===== src/core/iaf_pkg.sv =====
`default_nettype none
package iaf_pkg;

  // ----------------------------------------------------------------
  // sizes
  // ----------------------------------------------------------------
  localparam int IAF_ADDR_W    = 12;
  localparam int IAF_DATA_W    = 32;
  localparam int IAF_MATCH_W   = 128;
  localparam int IAF_V4_W      = 32;
  localparam int IAF_CAP_BYTES = 32;
  localparam int IAF_CAP_W     = IAF_CAP_BYTES * 8;
  localparam int IAF_MAX_FLOWS = 8;
  localparam int IAF_MAX_CH    = 8;
  localparam int IAF_WORDS     = IAF_MATCH_W / IAF_DATA_W;

  // ----------------------------------------------------------------
  // register map
  // ----------------------------------------------------------------
  localparam logic [11:0] IAF_REG_CTRL   = 12'h000;
  localparam logic [11:0] IAF_REG_STATUS = 12'h004;
  localparam logic [5:0]  IAF_SUB_CFG    = 6'h00;
  localparam logic [5:0]  IAF_SUB_MATCH  = 6'h10;
  localparam logic [5:0]  IAF_SUB_MASK   = 6'h20;
  localparam int IAF_BLK_LSB  = 6;
  localparam int IAF_WORD_LSB = 2;

  // control word fields
  localparam int IAF_CTRL_MODE_LSB = 0;
  localparam int IAF_CTRL_ZERO_BIT = 2;
  localparam int IAF_CTRL_FIX_BIT  = 3;
  localparam int IAF_CTRL_POS_LSB  = 8;
  localparam int IAF_CTRL_LEN_LSB  = 16;
  localparam int IAF_CTRL_FPOS_LSB = 18;
  localparam int IAF_CTRL_SIG_LSB  = 24;
  // flow config word fields
  localparam int IAF_FCFG_EN_BIT   = 0;
  localparam int IAF_FCFG_SEL_LSB  = 1;
  localparam int IAF_FCFG_CH_LSB   = 8;
  // status word fields
  localparam int IAF_STAT_HIT_LSB  = 0;
  localparam int IAF_STAT_CONF_BIT = 8;

  localparam logic [1:0] IAF_LEN_RST = 2'h2;

  // ----------------------------------------------------------------
  // types
  // ----------------------------------------------------------------
  typedef enum logic [1:0] {
    IAF_MODE_IPV4  = 2'h0,
    IAF_MODE_IPV6  = 2'h1,
    IAF_MODE_OTH32 = 2'h2,
    IAF_MODE_OTH128 = 2'h3
  } iaf_mode_t;

  typedef enum logic [1:0] {
    IAF_SEL_SRC    = 2'h0,
    IAF_SEL_DST    = 2'h1,
    IAF_SEL_EITHER = 2'h2,
    IAF_SEL_RSVD   = 2'h3
  } iaf_sel_t;

  typedef struct packed {
    iaf_mode_t   mode;
    logic        zeroEn;
    logic        fixEn;
    logic [7:0]  csumPos;
    logic [1:0]  csumLen;
    logic [4:0]  flowPos;
    logic [4:0]  sigPos;
  } iaf_ctrl_t;

  typedef struct packed {
    logic        enable;
    iaf_sel_t    addrSel;
    logic [7:0]  chanEn;
    logic [127:0] value;
    logic [127:0] mask;
  } iaf_flow_cfg_t;

  typedef struct packed {
    logic       valid;
    logic       last;
    logic [2:0] chan;
    logic [7:0] data;
  } iaf_hdr_t;

  typedef struct packed {
    logic       valid;
    logic [7:0] hits;
    logic       zeroEn;
    logic       fixEn;
    logic [7:0] csumPos;
    logic [1:0] csumLen;
    logic [4:0] sigPos;
  } iaf_res_t;

  // masked compare: only bits with mask one take part
  function automatic logic iaf_masked_eq(input logic [127:0] field,
                                         input logic [127:0] value,
                                         input logic [127:0] mask);
    return ((field ^ value) & mask) == '0;
  endfunction : iaf_masked_eq

endpackage : iaf_pkg
`default_nettype wire


===== src/core/iaf_flow_match.sv =====
`default_nettype none
module iaf_flow_match
  import iaf_pkg::*;
(
  input  wire iaf_flow_cfg_t          cfg,
  input  wire iaf_mode_t              mode,
  input  wire logic [IAF_CAP_W-1:0]   field,
  input  wire logic [2:0]             chan,
  output logic                        hit
);

  // ----------------------------------------------------------------
  // field slices, first captured byte in the top bits
  // ----------------------------------------------------------------
  localparam int V4_PAD = IAF_MATCH_W - IAF_V4_W;

  wire logic [127:0] src128  = field[IAF_CAP_W-1 -: IAF_MATCH_W];
  wire logic [127:0] dst128  = field[IAF_MATCH_W-1:0];
  wire logic [127:0] src32   = {field[IAF_CAP_W-1 -: IAF_V4_W], {V4_PAD{1'b0}}};
  wire logic [127:0] dst32   = {field[IAF_CAP_W-IAF_V4_W-1 -: IAF_V4_W],
                                {V4_PAD{1'b0}}};
  wire logic [127:0] mask32  = {cfg.mask[IAF_MATCH_W-1 -: IAF_V4_W],
                                {V4_PAD{1'b0}}};
  wire logic         narrow  = (mode == IAF_MODE_IPV4) || (mode == IAF_MODE_OTH32);
  wire logic         ipMode  = (mode == IAF_MODE_IPV4) || (mode == IAF_MODE_IPV6);
  wire logic [127:0] useMask = narrow ? mask32 : cfg.mask;

  wire logic srcHit = iaf_masked_eq(narrow ? src32 : src128, cfg.value, useMask);
  wire logic dstHit = iaf_masked_eq(narrow ? dst32 : dst128, cfg.value, useMask);

  // ----------------------------------------------------------------
  // address selection and enables
  // ----------------------------------------------------------------
  wire logic ipHit = (cfg.addrSel == IAF_SEL_SRC)    ? srcHit :
                     (cfg.addrSel == IAF_SEL_DST)    ? dstHit :
                     (cfg.addrSel == IAF_SEL_EITHER) ? (srcHit | dstHit) : 1'b0;
  wire logic fieldHit = ipMode ? ipHit : srcHit;
  wire logic gate     = cfg.enable & cfg.chanEn[chan];

  assign hit = gate & fieldHit;

endmodule : iaf_flow_match
`default_nettype wire


===== src/core/iaf_flow_verify.sv =====
//
// Contract
// - With the zero enable set, the checksum-length bytes of the header from the checksum position are replaced by zeroes.
// - With the fix enable set, the later rewriter is told to patch the last two payload bytes.
// - The 8-bit checksum position is handed downstream so the rewriter finds the checksum.
// - The 2-bit checksum length sets how many bytes are located and zeroed.
// - In IPv4 or IPv6 mode a flow matches on source, destination or either address.
// - In other modes a 32- or 128-bit field at the flow position is matched.
// - A flow applies on a channel only when its enable and that channel enable are set.
// - The address select picks 0 source, 1 destination, 2 either.
// - In IPv4 mode only the upper 32 bits of the match value are compared.
// - A mask bit of one makes its match bit count, zero makes it ignored.
// - The 5-bit signature position marks the field used for the frame signature.
// - The protocol select picks 0 IPv4, 1 IPv6, 2 other 32-bit, 3 other 128-bit.
`default_nettype none
module iaf_flow_verify
  import iaf_pkg::*;
#(
  parameter int NUM_FLOWS    = 2,
  parameter int NUM_CHANNELS = 2
) (
  input  wire logic                  clk,
  input  wire logic                  arst_n,
  input  wire logic [IAF_ADDR_W-1:0] regAddr,
  input  wire logic [IAF_DATA_W-1:0] regWdata,
  input  wire logic                  regWr,
  input  wire logic                  regRd,
  output logic      [IAF_DATA_W-1:0] regRdata,
  input  wire iaf_hdr_t              hdrIn,
  output var  iaf_hdr_t              hdrOut,
  output var  iaf_res_t              result
);

  // ----------------------------------------------------------------
  // parameter checks
  // ----------------------------------------------------------------
  if (NUM_FLOWS < 1 || NUM_FLOWS > IAF_MAX_FLOWS) begin : g_bad_flows
    $error("NUM_FLOWS out of range");
  end
  if (NUM_CHANNELS < 1 || NUM_CHANNELS > IAF_MAX_CH) begin : g_bad_ch
    $error("NUM_CHANNELS out of range");
  end

  localparam logic [7:0] CAP_LIMIT = 8'(IAF_CAP_BYTES);
  localparam logic [7:0] CH_MASK   = 8'((1 << NUM_CHANNELS) - 1);

  // ----------------------------------------------------------------
  // state
  // ----------------------------------------------------------------
  iaf_ctrl_t     ctrl_r;
  iaf_flow_cfg_t flowCfg_r [NUM_FLOWS];
  logic [7:0]    byteIdx_r;
  logic [7:0]    capBytes_r [IAF_CAP_BYTES];
  logic          evalPending_r;
  logic [2:0]    evalChan_r;
  logic [7:0]    lastHits_r;
  logic [IAF_DATA_W-1:0] rdata_r;
  iaf_hdr_t      hdrOut_r;
  iaf_res_t      result_r;

  // ----------------------------------------------------------------
  // register decode
  // ----------------------------------------------------------------
  function automatic logic [5:0] blk_of(input logic [IAF_ADDR_W-1:0] a);
    return a[IAF_ADDR_W-1:IAF_BLK_LSB];
  endfunction : blk_of

  function automatic logic [5:0] sub_of(input logic [IAF_ADDR_W-1:0] a);
    return {a[IAF_BLK_LSB-1:IAF_WORD_LSB+2], 4'h0};
  endfunction : sub_of

  wire logic [5:0] regBlk   = blk_of(regAddr);
  wire logic [5:0] regSub   = sub_of(regAddr);
  wire logic [1:0] regWord  = regAddr[IAF_WORD_LSB +: 2];
  wire logic       flowArea = (regBlk != 6'h00) && (regBlk <= 6'(NUM_FLOWS));
  wire logic [5:0] flowIdx  = regBlk - 6'h01;
  wire logic       wrCtrl   = regWr && (regAddr == IAF_REG_CTRL);

  // ----------------------------------------------------------------
  // control register
  // ----------------------------------------------------------------
  always_ff @(posedge clk or negedge arst_n) begin
    if (!arst_n) begin
      ctrl_r         <= '0;
      ctrl_r.csumLen <= IAF_LEN_RST;
    end else if (wrCtrl) begin
      ctrl_r.mode    <= iaf_mode_t'(regWdata[IAF_CTRL_MODE_LSB +: 2]);
      ctrl_r.zeroEn  <= regWdata[IAF_CTRL_ZERO_BIT];
      ctrl_r.fixEn   <= regWdata[IAF_CTRL_FIX_BIT];
      ctrl_r.csumPos <= regWdata[IAF_CTRL_POS_LSB +: 8];
      ctrl_r.csumLen <= regWdata[IAF_CTRL_LEN_LSB +: 2];
      ctrl_r.flowPos <= regWdata[IAF_CTRL_FPOS_LSB +: 5];
      ctrl_r.sigPos  <= regWdata[IAF_CTRL_SIG_LSB +: 5];
    end
  end

  wire logic [IAF_DATA_W-1:0] ctrlWord = {
    3'h0, ctrl_r.sigPos, 1'b0, ctrl_r.flowPos, ctrl_r.csumLen,
    ctrl_r.csumPos, 4'h0, ctrl_r.fixEn, ctrl_r.zeroEn, ctrl_r.mode};

  // is the software's duty; a clash is only reported
  wire logic cfgClash = ctrl_r.zeroEn & ctrl_r.fixEn;

  // ----------------------------------------------------------------
  // per-flow registers
  // ----------------------------------------------------------------
  always_ff @(posedge clk or negedge arst_n) begin
    if (!arst_n) begin
      for (int f = 0; f < NUM_FLOWS; f++) begin
        flowCfg_r[f] <= '0;
      end
    end else if (regWr && flowArea) begin
      for (int f = 0; f < NUM_FLOWS; f++) begin
        if (flowIdx == 6'(f)) begin
          if (regSub == IAF_SUB_CFG && regWord == 2'h0) begin
            flowCfg_r[f].enable  <= regWdata[IAF_FCFG_EN_BIT];
            flowCfg_r[f].addrSel <= iaf_sel_t'(regWdata[IAF_FCFG_SEL_LSB +: 2]);
            flowCfg_r[f].chanEn  <= regWdata[IAF_FCFG_CH_LSB +: 8] & CH_MASK;
          end
          if (regSub == IAF_SUB_MATCH) begin
            flowCfg_r[f].value[regWord*IAF_DATA_W +: IAF_DATA_W] <= regWdata;
          end
          if (regSub == IAF_SUB_MASK) begin
            flowCfg_r[f].mask[regWord*IAF_DATA_W +: IAF_DATA_W] <= regWdata;
          end
        end
      end
    end
  end

  // ----------------------------------------------------------------
  // read path, data one cycle after the strobe
  // ----------------------------------------------------------------
  iaf_flow_cfg_t rdFlow;
  logic [IAF_DATA_W-1:0] rdNxt;

  always_comb begin
    rdFlow = '0;
    for (int f = 0; f < NUM_FLOWS; f++) begin
      if (flowIdx == 6'(f)) begin
        rdFlow = flowCfg_r[f];
      end
    end
  end

  wire logic [IAF_DATA_W-1:0] statWord = {
    23'h0, cfgClash, lastHits_r};
  wire logic [IAF_DATA_W-1:0] fcfgWord = {
    16'h0, rdFlow.chanEn, 5'h0, rdFlow.addrSel, rdFlow.enable};
  wire logic [IAF_DATA_W-1:0] valWord  =
    rdFlow.value[regWord*IAF_DATA_W +: IAF_DATA_W];
  wire logic [IAF_DATA_W-1:0] mskWord  =
    rdFlow.mask[regWord*IAF_DATA_W +: IAF_DATA_W];

  always_comb begin
    rdNxt = '0;
    if (regAddr == IAF_REG_CTRL) begin
      rdNxt = ctrlWord;
    end else if (regAddr == IAF_REG_STATUS) begin
      rdNxt = statWord;
    end else if (flowArea) begin
      if (regSub == IAF_SUB_CFG && regWord == 2'h0) begin
        rdNxt = fcfgWord;
      end else if (regSub == IAF_SUB_MATCH) begin
        rdNxt = valWord;
      end else if (regSub == IAF_SUB_MASK) begin
        rdNxt = mskWord;
      end
    end
  end

  always_ff @(posedge clk or negedge arst_n) begin
    if (!arst_n) begin
      rdata_r <= '0;
    end else begin
      rdata_r <= regRd ? rdNxt : '0;
    end
  end

  assign regRdata = rdata_r;

  // ----------------------------------------------------------------
  // header byte position
  // ----------------------------------------------------------------
  wire logic [7:0] flowPos8 = {3'h0, ctrl_r.flowPos};
  wire logic [7:0] relIdx   = byteIdx_r - flowPos8;
  wire logic       inWin    = hdrIn.valid && (byteIdx_r >= flowPos8) &&
                              (relIdx < CAP_LIMIT);
  wire logic [7:0] csumRel  = byteIdx_r - ctrl_r.csumPos;
  wire logic       zeroHit  = hdrIn.valid && ctrl_r.zeroEn &&
                              (byteIdx_r >= ctrl_r.csumPos) &&
                              (csumRel < {6'h0, ctrl_r.csumLen});

  always_ff @(posedge clk or negedge arst_n) begin
    if (!arst_n) begin
      byteIdx_r <= '0;
    end else if (hdrIn.valid) begin
      if (hdrIn.last) begin
        byteIdx_r <= '0;
      end else if (byteIdx_r != 8'hff) begin
        byteIdx_r <= byteIdx_r + 8'h01;
      end
    end
  end

  // ----------------------------------------------------------------
  // field capture, cleared once a result is taken
  // ----------------------------------------------------------------
  always_ff @(posedge clk or negedge arst_n) begin
    if (!arst_n) begin
      for (int i = 0; i < IAF_CAP_BYTES; i++) begin
        capBytes_r[i] <= '0;
      end
    end else begin
      for (int i = 0; i < IAF_CAP_BYTES; i++) begin
        if (inWin && relIdx[4:0] == 5'(i)) begin
          capBytes_r[i] <= hdrIn.data;
        end else if (evalPending_r) begin
          capBytes_r[i] <= '0;
        end
      end
    end
  end

  logic [IAF_CAP_W-1:0] capField;

  always_comb begin
    capField = '0;
    for (int i = 0; i < IAF_CAP_BYTES; i++) begin
      capField[IAF_CAP_W-1-8*i -: 8] = capBytes_r[i];
    end
  end

  // ----------------------------------------------------------------
  // flow comparators
  // ----------------------------------------------------------------
  logic [7:0] flowHits;

  for (genvar f = 0; f < IAF_MAX_FLOWS; f++) begin : g_flow
    if (f < NUM_FLOWS) begin : g_on
      iaf_flow_match u_match (
        .cfg   (flowCfg_r[f]),
        .mode  (ctrl_r.mode),
        .field (capField),
        .chan  (evalChan_r),
        .hit   (flowHits[f])
      );
    end else begin : g_off
      assign flowHits[f] = 1'b0;
    end
  end

  // ----------------------------------------------------------------
  // byte pass-through with checksum zeroing
  // ----------------------------------------------------------------
  always_ff @(posedge clk or negedge arst_n) begin
    if (!arst_n) begin
      hdrOut_r <= '0;
    end else begin
      hdrOut_r.valid <= hdrIn.valid;
      hdrOut_r.last  <= hdrIn.valid & hdrIn.last;
      hdrOut_r.chan  <= hdrIn.chan;
      hdrOut_r.data  <= zeroHit ? 8'h00 : hdrIn.data;
    end
  end

  assign hdrOut = hdrOut_r;

  // ----------------------------------------------------------------
  // verdict and downstream hand-off
  // ----------------------------------------------------------------
  always_ff @(posedge clk or negedge arst_n) begin
    if (!arst_n) begin
      evalPending_r <= 1'b0;
      evalChan_r    <= '0;
    end else begin
      evalPending_r <= hdrIn.valid & hdrIn.last;
      if (hdrIn.valid & hdrIn.last) begin
        evalChan_r <= hdrIn.chan;
      end
    end
  end

  always_ff @(posedge clk or negedge arst_n) begin
    if (!arst_n) begin
      result_r   <= '0;
      lastHits_r <= '0;
    end else begin
      result_r.valid <= evalPending_r;
      if (evalPending_r) begin
        result_r.hits    <= flowHits;
        result_r.zeroEn  <= ctrl_r.zeroEn;
        result_r.fixEn   <= ctrl_r.fixEn;
        result_r.csumPos <= ctrl_r.csumPos;
        result_r.csumLen <= ctrl_r.csumLen;
        result_r.sigPos  <= ctrl_r.sigPos;
        lastHits_r       <= flowHits;
      end
    end
  end

  assign result = result_r;
endmodule : iaf_flow_verify
`default_nettype wire


===== config.mk =====
export PLATFORM = sky130hd
export DESIGN_NAME = iaf_flow_verify
export DESIGN_NICKNAME = d
export VERILOG_FILES = /design/src/core/iaf_pkg.sv /design/src/core/iaf_flow_match.sv /design/src/core/iaf_flow_verify.sv
export SDC_FILE = /design/constraint.sdc
export NUM_CORES = 2
export LEC_CHECK = 0
export BUFFER_PORTS_ARGS = -buffer_cell sky130_fd_sc_hd__buf_2
export CAP_MARGIN = 10
export CORE_MARGIN = 5
export CORE_UTILIZATION = 40
export DETAILED_ROUTE_END_ITERATION = 10
export SYNTH_ARGS = -nofsm -noshare
export SYNTH_HDL_FRONTEND = slang
export SYNTH_SLANG_ARGS = --single-unit

===== constraint.sdc =====
create_clock -name clk -period 5.61 [get_ports clk]
set_clock_uncertainty 0.15 [all_clocks]
set_input_delay 1.122 -clock clk [delete_from_list [all_inputs] [get_ports clk]]
set_output_delay 1.122 -clock clk [all_outputs]
set_load 0.03 [all_outputs]

==> flow_summary.json <==
{
  "ctsResizeCount": 0,
  "worstPathCellList": "ha_1 -> inv_1 -> fa_1 -> a21o_1 -> a21oi_4 -> xnor2_2 -> nor2_2 -> o2111ai_4 -> mux2_2",
  "critPathKind": "register to register",
  "fp-row-count": 125,
  "yosysSeqAreaShare_pct": 47.08,
  "power.density_nw_per_um2": 279.6,
  "tns_ns": 0,
  "timing.rr.end": "capBytes_r[75]",
  "final_area_um2": 52240,
  "fillers": 10904,
  "endpoint_kind": "register",
  "register_area_um2": 21980,
  "grt_pass1_vias": 35653,
  "slew_viol_final": 0,
  "busiest_layer": "met2",
  "arrival_ns": 4.79,
  "wl_per_cell_um": 38.70,
  "cpPeakStageDelay_ns": 0.96,
  "synth_top_area_cell": "dfrtp_1",
  "syn_inst": 4261,
  "worstHoldPathType": "input port to async pin",
  "core_area_um2": 116000,
  "cts_root_buf": "clkbuf_16",
  "netlist_area_um2": 46670,
  "grt_max_degree": 115,
  "clock-sinks": 878,
  "cp.required_ns": 6.05,
  "clockBufferDepth": 3,
  "antenna_found_initial": 26,
  "reg2regPathDepth": 9,
  "fmax_mhz": 230.1,
  "cts_hold_buf": 0,
  "final_util_pct": 45.01,
  "multi_input_area_um2": 23700,
  "die_w_um": 351.6,
  "cts_tree": "done",
  "outcome": "complete, but fails checks",
  "finalHoldViolCount": 0,
  "worst_pin_slew_ns": 1.350,
  "cp-start-kind": "register",
  "synth_area_leaders": "dfrtp_1 (47%), xor2_1 (8.5%), mux2_2 (7.3%)",
  "place.gp.congestion": 1.117,
  "dieArea_um2": 123600,
  "start_util_pct": 40.22,
  "drc": 3,
  "clkLatencyLatePin_ns": 0.71,
  "ir_worst_vdd_v": 0.0002244,
  "violations": "DRC",
  "relSlewSlack_pct": 10.02,
  "io_pins": 132,
  "ctsHtreeMaxLevel": 3,
  "numCtsBuffers": 98,
  "grt_first_pass_wirelength_um": 310800,
  "ys.flop_type": "dfrtp_1",
  "avgSynthCellArea_um2": 10.95,
  "met3_usage_pct": 13.10,
  "ys_types": 75,
  "drv_cap": 0,
  "synth_edf_count": 0,
  "drt_iter0_markers": 5499,
  "first_pass_iters": 11,
  "setup_viol": 0,
  "routed_via_density": 6.376,
  "area_growth_pct": 11.92,
  "yosysTopAreaCellShare_pct": 47.02,
  "grt.overflow.total": 0,
  "cts.reportedPaths.clkPinSlew_ns": 0.07,
  "cts_setup_buffers": 0,
  "dpl_cell_area_um2": 48970,
  "grtUsageMet2_pct": 51.68,
  "wl_um": 229400,
  "via_count": 37794,
  "r2r_slack_ns": 1.26,
  "leakagePower_uw": 0.02528,
  "gr-usage-met1_pct": 48.17,
  "gr-usage-all-layers_pct": 36.84,
  "r2r-start": "ctrlWord[18]",
  "async_reset_ff_share_pct": 100.0,
  "antenna_left": 0,
  "die-height_um": 351.6,
  "hpwl_um": 171600,
  "critPathMaxFanout": 8,
  "finalCritPeriodShare_pct": 77.47,
  "cp_slowest_cell": "nor2_2",
  "drive_gt1_share_pct": 19.53,
  "period_minus_slack_ns": 4.346,
  "num-nets-final": 4401,
  "synth-seq-cells": 878,
  "rsz0062_at_grt": "no",
  "io_buffers": 125,
  "yosysWarnings": 0
}
[through the flow]
stage               hold WS (ns)  cells  total power, uW  setup WS (ns)
floorplan                 0.3045   4266             7342          2.031
global route              0.3615   5917            14940          1.292
global placement          0.3337   5741             8023          1.009
detailed placement        0.3407   5741             8036         0.9748
finish                    0.3165   5928            14610          1.264
CTS                       0.3467   5917            14600          1.429
[cells by family after synthesis]
kind of cell    after synthesis  share of synthesized area [%]
buf+inv                     272                          2.517
xor+xnor                    523                          9.830
simple gates               1134                          11.44
mux                         495                          14.83
other cells                   1                       0.008034
compound gates              935                          13.65
fa+ha+maj                    23                         0.6487
flops                       878                          47.08
[Yosys cell counts, drive strengths merged (11+ instances only)]
cell,n
nand4,56
clkbuf,204
nand3,19
mux4,126
buf,39
nor2,35
dfrtp,877
nor3,11
nand2,698
o2111ai,34
xnor2,70
inv,29
a21oi,14
a221oi,53
ha,21
xor2,453
a22oi,219
nor4,13
o31ai,18
a22o,16
mux2,312
o21ai,534
mux2i,57
nor2b,263
and2,12
[critical path, delay by kind of cell (launching register included)]
family	cells	cell delay (ns)
simple gates	1	0.96
compound gates	3	1.01
flops	1	0.70
fa+ha+maj	2	0.70
buf+inv	1	0.05
mux	1	0.44
xor+xnor	1	0.18
[cells in the final DEF (no fill, tap or decap), types with 10 or more instances in the layout]
cell type,instances
a21oi_1,12
a221oi_1,53
a22o_1,16
a22oi_1,219
and2_1,12
buf_12,10
buf_2,123
buf_4,59
clkbuf_1,20
clkbuf_16,99
clkbuf_8,26
clkinv_2,17
dfrtp_1,875
diode_2,11
ha_1,21
inv_1,28
mux2_2,304
mux2i_1,57
mux4_2,126
nand2_1,680
nand2_2,10
nand3_1,19
nand4_1,56
nor2_1,29
nor2b_1,261
nor4_1,12
o2111ai_4,31
o21ai_0,519
o21ai_1,15
o31ai_1,18
xnor2_1,69
xor2_1,453
[per-layer routing]
| metal | share of wire (%) | vias to the layer above |
|---|---|---|
| li1 | - | 15270 |
| met1 | 38 | 19291 |
| met2 | 41 | 2612 |
| met3 | 13 | 611 |
| met4 | 8.2 | 10 |
| met5 | 0.055 | - |
[how the worst max path moves through the flow]
| stage | start | endpoint | cells after the start |
|---|---|---|---|
| after floorplan | regAddr[3] | flowCfg_r[523] | 9 |
| after global placement | regAddr[7] | regRdata[25] | 8 |
| after detailed placement | regAddr[7] | regRdata[25] | 8 |
| after CTS | ctrlWord[18] | capBytes_r[77] | 9 |
| after global routing | ctrlWord[18] | capBytes_r[177] | 9 |
| final | ctrlWord[18] | capBytes_r[75] | 9 |
[area by class of cell]
type                            count  share of cell area (%)
Clock buffer                      145                   5.571
Clock inverter                     31                  0.6251
Inverter                           29                  0.2084
Multi-Input combinational cell   3116                   45.36
Timing Repair Buffer              194                   2.460
Sequential cell                   878                   42.07
Antenna cell                       11                 0.05269
Tap cell                         1524                   3.650
[power breakdown]
part	switching [uW]	leakage (uW)	internal [uW]	total, uW
clock network	2830	0.00160	3810	6640
registers	173	0.0122	6440	6620
logic	994	0.0115	353	1350
total	4000	0.0253	10600	14600
[sequential cells by signal, summed over array words and instances, names as in the netlist]
| register | cells |
|---|---|
| evalPending_r | 1 |
| ctrlWord | 24 |
| flowCfg_r | 522 |
| regRdata | 32 |
| capBytes_r | 256 |
| byteIdx_r | 8 |
| hdrOut | 12 |
| evalChan_r | 3 |
| result | 20 |
Note: power is estimated with default switching activity, not from simulation.
